`config.mk`:
```
export PLATFORM = sky130hd
export DESIGN_NAME = sdsm_ctrl
export DESIGN_NICKNAME = d
export VERILOG_FILES = /design/src/hw/sdsm_pkg.sv /design/src/hw/sdsm_ctrl.sv
export SDC_FILE = /design/constraint.sdc
export NUM_CORES = 1
export LEC_CHECK = 0
export BUFFER_PORTS_ARGS = -buffer_cell sky130_fd_sc_hd__buf_4
export CAP_MARGIN = 40
export CORE_MARGIN = 4
export CORE_UTILIZATION = 50
export CTS_CLUSTER_DIAMETER = 60
export DETAILED_ROUTE_END_ITERATION = 16
export PLACE_DENSITY_LB_ADDON = 0.3
export SKIP_LAST_GASP = 1
export SLEW_MARGIN = 5
export SYNTH_ARGS = -nofsm -noshare
export SYNTH_HDL_FRONTEND = slang
export SYNTH_SLANG_ARGS = --single-unit
```
`constraint.sdc`:
```
create_clock -name ref_clk -period 5.44 [get_ports ref_clk]
set_input_delay 0.544 -clock ref_clk [delete_from_list [all_inputs] [get_ports ref_clk]]
set_output_delay 0.544 -clock ref_clk [all_outputs]
set_load 0.01 [all_outputs]
```
`src/hw/sdsm_pkg.sv`:
```
// Package for the drive state machine: states, control/status codes, register map.
// Assumes a single 250 MHz control clock; the fieldbus layer presents the control word.
package sdsm_pkg;

    // ------------------------------------------------------------
    // Register map
    // ------------------------------------------------------------
    localparam logic [15:0] QS_METHOD_OFFSET = 16'h605a;
    localparam logic [15:0] QS_METHOD_RESET  = 16'h0002;
    localparam logic [15:0] QS_METHOD_MAX    = 16'h0007;

    // ------------------------------------------------------------
    // Control word bits and commands
    // ------------------------------------------------------------
    localparam int          CW_QUICK_STOP_BIT = 2;
    localparam int          CW_FAULT_RESET_BIT = 7;
    localparam logic [15:0] CW_CMD_MASK       = 16'h000f;
    localparam logic [15:0] CW_SHUTDOWN       = 16'h0006;
    localparam logic [15:0] CW_SWITCH_ON      = 16'h0007;
    localparam logic [15:0] CW_ENABLE_OP      = 16'h000f;
    localparam logic [15:0] CW_DISABLE        = 16'h0000;
    localparam logic [15:0] CW_QUICK_STOP     = 16'h0002;

    // ------------------------------------------------------------
    // Status word values
    // ------------------------------------------------------------
    localparam logic [15:0] SW_START      = 16'h0000;
    localparam logic [15:0] SW_NO_FAULT   = 16'h0250;
    localparam logic [15:0] SW_READY      = 16'h0231;
    localparam logic [15:0] SW_SWITCHED   = 16'h0233;
    localparam logic [15:0] SW_OP_ENABLED = 16'h0237;
    localparam logic [15:0] SW_QUICK_STOP = 16'h0217;
    localparam logic [15:0] SW_FAULT_REAC = 16'h021f;
    localparam logic [15:0] SW_FAULT      = 16'h0218;

    typedef enum logic [8:0] {
        ST_START    = 9'h001,
        ST_NOT_RDY  = 9'h002,
        ST_SW_DIS   = 9'h004,
        ST_RDY      = 9'h008,
        ST_SW_ON    = 9'h010,
        ST_OP_EN    = 9'h020,
        ST_QSTOP    = 9'h040,
        ST_FLT_REAC = 9'h080,
        ST_FAULT    = 9'h100
    } sdsm_state_t;

    // Parameter write request from the fieldbus side
    typedef struct packed {
        logic        valid;
        logic [15:0] index;
        logic [15:0] data;
        logic        run_change;
    } sdsm_pwr_t;

    // Feedback from the motion core
    typedef struct packed {
        logic init_done;
        logic failure;
        logic stop_done;
        logic fault_stop_done;
    } sdsm_core_t;

endpackage

```
`src/hw/sdsm_ctrl.sv`:
```
// Drive device-control state machine with quick-stop method register.
// Assumes all inputs come from logic on ref_clk; motion core executes the stops.
`timescale 1ns/1ps

// Function
// - Clearing quick-stop bit while running starts quick stop, except command 0x0000 (switch on disabled)
// - Quick-stop method register, 16 bit, 0..7, default 2
// - Method latched on entering quick stop state
// - Start state entered on power-up or reset
// - Not ready: self-test until initialization done
// - Switch on disabled after init/fault clear; writable
// - Ready to switch on: ready, parameters writable
// - Switched on waits for enable; writable
// - Operation enabled energizes motor, runs motion
// - Running/fault reaction: only run-change writes
// - Quick stop active: stop, only run-change writes
// - Failure enters fault reaction, then fault
// - Fault disables drive, parameters writable
// - Command 0x0002 gives quick stop, status 0x0217
// - Methods 0..3 fall back to switch on disabled
// - Methods 5..7 hold; 0x0F returns to running
// - Fault left on bit7 rising edge only
module sdsm_ctrl
    import sdsm_pkg::*;
(
    input  wire logic                 ref_clk,
    input  wire logic                 rst,
    input  wire logic [15:0]          control_word,
    input  wire sdsm_pkg::sdsm_core_t core,
    input  wire sdsm_pkg::sdsm_pwr_t  param_wr,
    output logic                      param_wr_accept,
    output logic                      param_wr_reject,
    output logic [15:0]               qs_method,
    output logic [15:0]               status_word,
    output logic                      motor_energize,
    output logic                      motion_enable,
    output logic                      quick_stop_run,
    output logic [2:0]                quick_stop_mode,
    output logic                      fault_stop_run
);
    import sdsm_pkg::*;

    // ------------------------------------------------------------
    // State and registers
    // ------------------------------------------------------------
    sdsm_state_t state;
    sdsm_state_t next_state;
    logic        fault_bit_d;

    // ------------------------------------------------------------
    // Control word decode
    // ------------------------------------------------------------
    wire [15:0] cmd        = control_word & CW_CMD_MASK;
    wire        qs_bit     = control_word[CW_QUICK_STOP_BIT];
    wire        rst_bit    = control_word[CW_FAULT_RESET_BIT];
    wire        rst_rise   = rst_bit && !fault_bit_d;
    // While bit7 is held, every other command is ignored
    wire        cmd_ok     = !rst_bit;
    // Method 4 undefined: run as default method; 5..7 hold in quick stop
    wire [2:0]  method_eff = (qs_method[2:0] == 3'h4) ? QS_METHOD_RESET[2:0] : qs_method[2:0];
    wire        hold_mode  = quick_stop_mode[2];

    // ------------------------------------------------------------
    // Next state
    // ------------------------------------------------------------
    always_comb
    begin
        next_state = state;
        case (state)
            ST_START:    next_state = ST_NOT_RDY;
            ST_NOT_RDY:
            begin
                if (core.failure)
                    next_state = ST_FLT_REAC;
                else if (core.init_done)
                    next_state = ST_SW_DIS;
            end
            ST_SW_DIS:
            begin
                if (cmd_ok && cmd == CW_SHUTDOWN)
                    next_state = ST_RDY;
            end
            ST_RDY:
            begin
                if (cmd_ok && cmd == CW_SWITCH_ON)
                    next_state = ST_SW_ON;
                else if (cmd_ok && cmd == CW_DISABLE)
                    next_state = ST_SW_DIS;
            end
            ST_SW_ON:
            begin
                if (cmd_ok && cmd == CW_ENABLE_OP)
                    next_state = ST_OP_EN;
                else if (cmd_ok && cmd == CW_SHUTDOWN)
                    next_state = ST_RDY;
                else if (cmd_ok && cmd == CW_DISABLE)
                    next_state = ST_SW_DIS;
            end
            ST_OP_EN:
            begin
                if (cmd_ok && cmd == CW_SWITCH_ON)
                    next_state = ST_SW_ON;
                else if (cmd_ok && cmd == CW_SHUTDOWN)
                    next_state = ST_RDY;
                else if (cmd_ok && cmd == CW_DISABLE)
                    next_state = ST_SW_DIS;
                else if (cmd_ok && !qs_bit)
                    next_state = ST_QSTOP;
            end
            ST_QSTOP:
            begin
                if (core.stop_done && !hold_mode)
                    next_state = ST_SW_DIS;
                else if (core.stop_done && hold_mode && cmd_ok && cmd == CW_ENABLE_OP)
                    next_state = ST_OP_EN;
            end
            ST_FLT_REAC:
            begin
                if (core.fault_stop_done)
                    next_state = ST_FAULT;
            end
            ST_FAULT:
            begin
                if (rst_rise)
                    next_state = ST_SW_DIS;
            end
            default:     next_state = ST_START;
        endcase
        // Any failure outside fault handling forces fault reaction
        // Start lasts one cycle only, so a failure there is seen again in not ready
        if (core.failure && state != ST_FAULT && state != ST_FLT_REAC && state != ST_START)
            next_state = ST_FLT_REAC;
    end

    always_ff @(posedge ref_clk or posedge rst)
    begin
        if (rst)
            state <= ST_START;
        else
            state <= next_state;
    end

    // Bit7 history is kept in every state, so a bit held high across a fault
    // entry is not taken as a fresh reset edge
    always_ff @(posedge ref_clk or posedge rst)
    begin
        if (rst)
            fault_bit_d <= 1'b0;
        else
            fault_bit_d <= rst_bit;
    end

    // ------------------------------------------------------------
    // Parameter writes
    // ------------------------------------------------------------
    // Running-type states restrict writes to run-change parameters
    wire running_state = (state == ST_OP_EN) || (state == ST_FLT_REAC) || (state == ST_QSTOP);
    wire locked_state  = (state == ST_START) || (state == ST_NOT_RDY);
    wire wr_allowed    = !locked_state && (!running_state || param_wr.run_change);
    wire wr_is_qs      = param_wr.index == QS_METHOD_OFFSET;
    // Out-of-range method values are refused rather than truncated
    wire wr_range_ok   = !wr_is_qs || (param_wr.data <= QS_METHOD_MAX);
    wire wr_ok         = param_wr.valid && wr_allowed && wr_range_ok;

    // Accept and reject are combinational so the master sees them in the strobe cycle
    assign param_wr_accept = wr_ok;
    assign param_wr_reject = param_wr.valid && !wr_ok;

    // Only the method register is stored here; other indices live outside
    always_ff @(posedge ref_clk or posedge rst)
    begin
        if (rst)
            qs_method <= QS_METHOD_RESET;
        else if (wr_ok && wr_is_qs)
            qs_method <= param_wr.data;
    end

    // Method captured on entry so later writes cannot change a stop in progress
    always_ff @(posedge ref_clk or posedge rst)
    begin
        if (rst)
            quick_stop_mode <= QS_METHOD_RESET[2:0];
        else if (state == ST_OP_EN && next_state == ST_QSTOP)
            quick_stop_mode <= method_eff;
    end

    // ------------------------------------------------------------
    // Outputs
    // ------------------------------------------------------------
    // Outputs follow next_state so they change at the same edge as the state;
    // a deeper decode path is traded for outputs that never lag by a cycle
    always_ff @(posedge ref_clk or posedge rst)
    begin
        if (rst)
        begin
            status_word    <= SW_START;
            motor_energize <= 1'b0;
            motion_enable  <= 1'b0;
            quick_stop_run <= 1'b0;
            fault_stop_run <= 1'b0;
        end
        else
        begin
            motor_energize <= next_state == ST_OP_EN || next_state == ST_QSTOP;
            motion_enable  <= next_state == ST_OP_EN;
            quick_stop_run <= next_state == ST_QSTOP;
            fault_stop_run <= next_state == ST_FLT_REAC;
            case (next_state)
                ST_START:    status_word <= SW_START;
                ST_NOT_RDY:  status_word <= SW_START;
                ST_SW_DIS:   status_word <= SW_NO_FAULT;
                ST_RDY:      status_word <= SW_READY;
                ST_SW_ON:    status_word <= SW_SWITCHED;
                ST_OP_EN:    status_word <= SW_OP_ENABLED;
                ST_QSTOP:    status_word <= SW_QUICK_STOP;
                ST_FLT_REAC: status_word <= SW_FAULT_REAC;
                ST_FAULT:    status_word <= SW_FAULT;
                default:     status_word <= SW_START;
            endcase
        end
    end

endmodule

```
### After elaboration in Yosys (flattened, before gate mapping)

Cells that the tools add are included.

* flip-flop bits (word level): 49
* bits of input ports: 56
* output and inout bits: 41
* logic and storage cells: 87

* magnitude comparators: 1
* eq/ne operators: 24
* mux-type cells: 19
* reduce and logical (&&, ||, !) cells: 34

Operator list (number)
* two-way mux 9 bit: 16
* case mux 9 bit (9 select lines): 1
* case mux 10 bit (7 select lines): 1
* logical AND 1 bit: 19
* == test 9 x 3 -> 1 bit, second input constant: 2
* == test 9 x 4 -> 1 bit, second input constant: 2
* == test 9 x 5 -> 1 bit, second input constant: 2
* == test 9 x 6 -> 1 bit, second input constant: 2
* == test 9 x 7 -> 1 bit, second input constant: 2
* == test 9 x 8 -> 1 bit, second input constant: 2
* == test 9 bit, second input constant: 2
* == test 16 x 15 -> 1 bit, second input constant: 1
* less-or-equal comparator 16 x 3 -> 1 bit, second input constant: 1
* logical NOT 16 bit: 1
* == test 9 x 1 -> 1 bit, second input constant: 1
* == test 9 x 2 -> 1 bit, second input constant: 1
* != test 9 x 1 -> 1 bit, second input constant: 1
* != test 9 x 8 -> 1 bit, second input constant: 1
* != test 9 bit, second input constant: 1
* == test 4 x 3 -> 1 bit, second input constant: 2
* logical NOT 1 bit: 8
* logical OR 1 bit: 6
* == test 4 bit, second input constant: 1
* == test 3 bit, second input constant: 1
* two-way mux 3 bit: 1

### Depth between registers and ports, before layout

* word-level depth: 10
* mapped depth: 9
* mapped depth without buffers: 7

### Worst setup path before layout

Ideal clock, no wire load.

* path kind: flip-flop to output port
* from: register state[4]
* to: output param_wr_reject
* arrival: 1.904 ns
* required time: 4.896 ns
* setup slack: 2.992 ns
* cell stages (with the launch flop): 9
* path buffers: 1
* path through: dfrtp_1 > clkbuf_1 > or4_4 > nor4_1 > and2_1 > nor2_1 > nand2_1 > a21oi_1 > nor2b_1

* longest elaborated chain between the ends: 10
* elaborated cells on any way between the ends: 16
* those cells by class: eq/ne (5); reduce/logical (11)

Ends and longest elaborated chain
* from (decl): line sdsm_ctrl.sv:46 `sdsm_state_t state;`
* from (signal assigned): line sdsm_ctrl.sv:140 `state <= next_state;`
* == test 9 x 6 -> 1 bit / == test 9 x 8 -> 1 bit (equally long branches): line sdsm_ctrl.sv:157 `wire running_state = (state == ST_OP_EN) || (state == ST_FLT_REAC) || (state == ST_QSTOP);`
* logical OR 1 bit (2 in series): line sdsm_ctrl.sv:157
* logical NOT 1 bit: line sdsm_ctrl.sv:159 `wire wr_allowed = !locked_state && (!running_state || param_wr.run_change);`
* logical OR 1 bit: line sdsm_ctrl.sv:159
* logical AND 1 bit *: line sdsm_ctrl.sv:159
* logical AND 1 bit * (2 in series): line sdsm_ctrl.sv:163 `wire wr_ok = param_wr.valid && wr_allowed && wr_range_ok;`
* named net param_wr_accept: line sdsm_ctrl.sv:31 `output logic param_wr_accept,`
* logical NOT 1 bit *: line sdsm_ctrl.sv:167 `assign param_wr_reject = param_wr.valid && !wr_ok;`
* logical AND 1 bit *: line sdsm_ctrl.sv:167
* to (decl): line sdsm_ctrl.sv:32 `output logic param_wr_reject,`

The timed path passes the listed nets; every way through them passes the cells marked *.

### Worst setup path in the final report

* from: register state[7]
* to: output param_wr_reject

* longest elaborated chain between the ends: 10
* elaborated cells on any way between the ends: 16
* those cells by class: eq/ne (5); reduce/logical (11)

Ends and longest elaborated chain (line)
* == test 9 x 6 -> 1 bit / == test 9 x 8 -> 1 bit (equally long branches): sdsm_ctrl.sv:157
* logical OR 1 bit (2 in series): sdsm_ctrl.sv:157
* logical NOT 1 bit: sdsm_ctrl.sv:159
* logical OR 1 bit: sdsm_ctrl.sv:159
* logical AND 1 bit *: sdsm_ctrl.sv:159
* logical AND 1 bit * (2 in series): sdsm_ctrl.sv:163
* logical NOT 1 bit *: sdsm_ctrl.sv:167
* logical AND 1 bit *: sdsm_ctrl.sv:167

Mark *: on every way between the ends. The rest lies on a longest branch, timed or not.

==> flow_summary.ini <==
[clock_tree]
clock_latency_ps = 290
cts_tree = yes
cts_made_buffers = 5
cts.sinks = 40
cts.clk_slew.worst_paths_ps = 70
h-tree-depth = 2
ctsHoldBuffers = 0
cts_setup_buffers = 0
clock_path_buffers = 2
cts-root-buf = clkbuf_8
cts.repair.resized = 0

[grt]
grt_pass1_vias = 1811
grt_max_degree = 41
grt_pass1_wl_um = 8466
antenna_found_initial = 0
track_usage_pct = 20.25
overflow = 0

[timing]
rsz0062_at_grt = false
tns_ps = 0
clock_skew_ps = 5.433
fin_crit_ps = 3067
tightestPinTransition_ps = 880.6
slew_viol_final = 0
max_freq_mhz = 326.0
relSlewSlack_pct = 40.90
period_share_pct = 56.38
hold_viol = 0
finalSetupViolations = 0

[drt]
dr.pass1.iters = 4
vias = 1934
routed_via_density = 5.557
wirelength_um = 5354
dr.first_iter.drc_count = 114
wl_per_cell_um = 15.39
route.detailed.drc = 0
postRouteAntennaNets = 0

[layout]
drive_gt1_share_pct = 33.89
stdcell_area_sq_um = 2833
final_cells = 348
final_util_pct = 68.84
syn2layout_area_growth_pct = 30.19
n_antenna_cell = 0
final_common_cell = buf_4
layout_common_cells = buf_4 (78), dfrtp_1 (37), nor2_1 (23)
layout.nets = 353

[setup_path]
slowest_delay_ps = 610
end_kind = output pin
worstSetupPathType = reg2out
worstPathRequired_ps = 4900
arrival_ps = 2520
crit_chain = or4_4 > nor4_1 > and2_1 > nor2_1 > nand2_1 > a21oi_1 > nor2b_1 > buf_4
cp-start-kind = flip-flop
crit_fanout = 14
crit_slowest_cell = or4_4

[status]
status = finished, final reports clean

[placement]
dp_cells = 340
io_buffers = 77
hpwlAfterDp_um = 4077
gp_routability_congestion = 0.9624
dpl_cell_area_sq_um = 2748

[flow_run]
drv_cap = 0

[power_and_ir_drop]
p_per_area_nw_per_um2 = 314.8
p_total_w = 0.0008917
p_sw_share_pct = 36.48
leakage_nw = 1.418
p_switching_w = 0.0003253
p_comb_share_pct = 35.7
p_clk_share_pct = 21.3
seq_power_share_pct = 43.0
ir_worst_vdd_uv = 236.5
p_int_w = 0.0005664

[logic_synthesis]
ys_types = 56
seq_area_frac_synth_pct = 46.18
synth_cells = 224
yosysWarnings = 0
async_flop_share_pct = 100.0
netlist_area_sq_um = 2176
synth-main-ff-cell = dfrtp_1
synth_area_leaders = dfrtp_1 (43%), nor2b_1 (5.5%), nor2_1 (4.0%)
yosysTopAreaCell = dfrtp_1
synth-edff-count = 0
syn_area_per_cell_sq_um = 9.714
ys_ff_latch = 40
synth_top_area_share_pct = 42.55

[floorplanning]
dieWidth_um = 73.97
row_count = 23
num_io_pins = 97
fp.coreArea_sq_um = 4115
initial_core_util_pct = 52.87
die_h_um = 73.97
design.die.area_sq_um = 5471

[min_path]
hold_class = in2async
==> sequential cells by signal, indices dropped and copies added, names as in the netlist <==
register	flops
fault_stop_run	1
quick_stop_run	1
fault_bit_d	1
quick_stop_mode	3
qs_method	16
status_word	7
motion_enable	1
state	9
motor_energize	1
==> cells by family after synthesis <==
| family | after synthesis | share of synthesized area (%) |
|---|---|---|
| and+or+nand+nor | 102 | 28.18 |
| AOI/OAI and AO/OA | 41 | 13.51 |
| DFF | 40 | 46.18 |
| buffers and inverters | 29 | 6.785 |
| muxes | 6 | 3.162 |
| xor gates and xnor gates | 5 | 2.013 |
| other | 1 | 0.1723 |
==> final cells by class <==
| cell class | instances | area [sq um] |
|---|---|---|
| clock inverter | 1 | 8.758 |
| fill | 319 | 1282 |
| tap | 50 | 62.56 |
| multi-input combinational | 162 | 1050 |
| timing repair buffer | 79 | 596.8 |
| sequential | 40 | 1005 |
| clock buffer | 7 | 76.32 |
| inverter | 9 | 33.78 |
==> synth_stat cells, types with 2 or more instances <==
master,n
a21oi_1,7
and2_1,2
buf_2,4
buf_4,9
clkbuf_1,7
dfrtp_1,37
dfstp_2,3
inv_1,9
mux2_2,3
mux2i_1,2
nand2_1,7
nand2b_1,6
nand3_1,3
nand3b_1,2
nand4_1,4
nor2_1,23
nor2b_1,19
nor3_1,8
nor4_1,7
nor4b_1,5
o2111ai_1,2
o21ai_0,12
o31ai_1,3
or3_1,3
or4_1,3
xor2_1,4
==> worst max-delay path, delay by kind of cell, from the launching register on <==
family / cells / cell delay [ps]
buffers and inverters: 1 / 140
AO/OA/AOI/OAI: 1 / 60
flip-flops: 1 / 540
AND/OR/NAND/NOR: 6 / 1500
==> layer usage <==
layer,up-vias,routed length [um],track usage (%)
met3,12,590,5.946
met2,98,2559,32.68
met1,895,2103,25.57
met4,0,100,8.249
met5,-,0,0
li1,929,-,-
==> stage by stage <==
stage	setup WS [ps]	hold WS, ps
floorplan	2992	470.1
detailed placement	2678	467.3
global placement	2690	454.7
global route	2188	407.5
finish	2373	372.2
CTS	2347	382.2
==> worst paths after layout <==
kind | from | to | slack (ps) | cells after the start
worst max register to register | state[7] | quick_stop_mode[0] | 2790 | 7
worst min-delay path | rst | qs_method[7] | 370 | 3
worst min register to register | quick_stop_mode[1] | quick_stop_mode[1] | 480 | 2
min in group ref_clk | control_word[7] | fault_bit_d | 420 | 1
max in group asynchronous | rst | state[0] | 4710 | 3
worst max-delay path | state[7] | param_wr_reject | 2370 | 8
==> power groups by stage <==
stage	Sequential [W]	Combinational, W	Clock [W]
final	0.000384	0.000318	0.000190
after CTS	0.000383	0.000320	0.000197
after global placement	0.000387	0.000312	0
after floorplan	0.000363	0.000230	0
after global routing	0.000390	0.000354	0.000216
after detailed placement	0.000388	0.000319	0
Note: power is estimated with default switching activity, not from simulation.
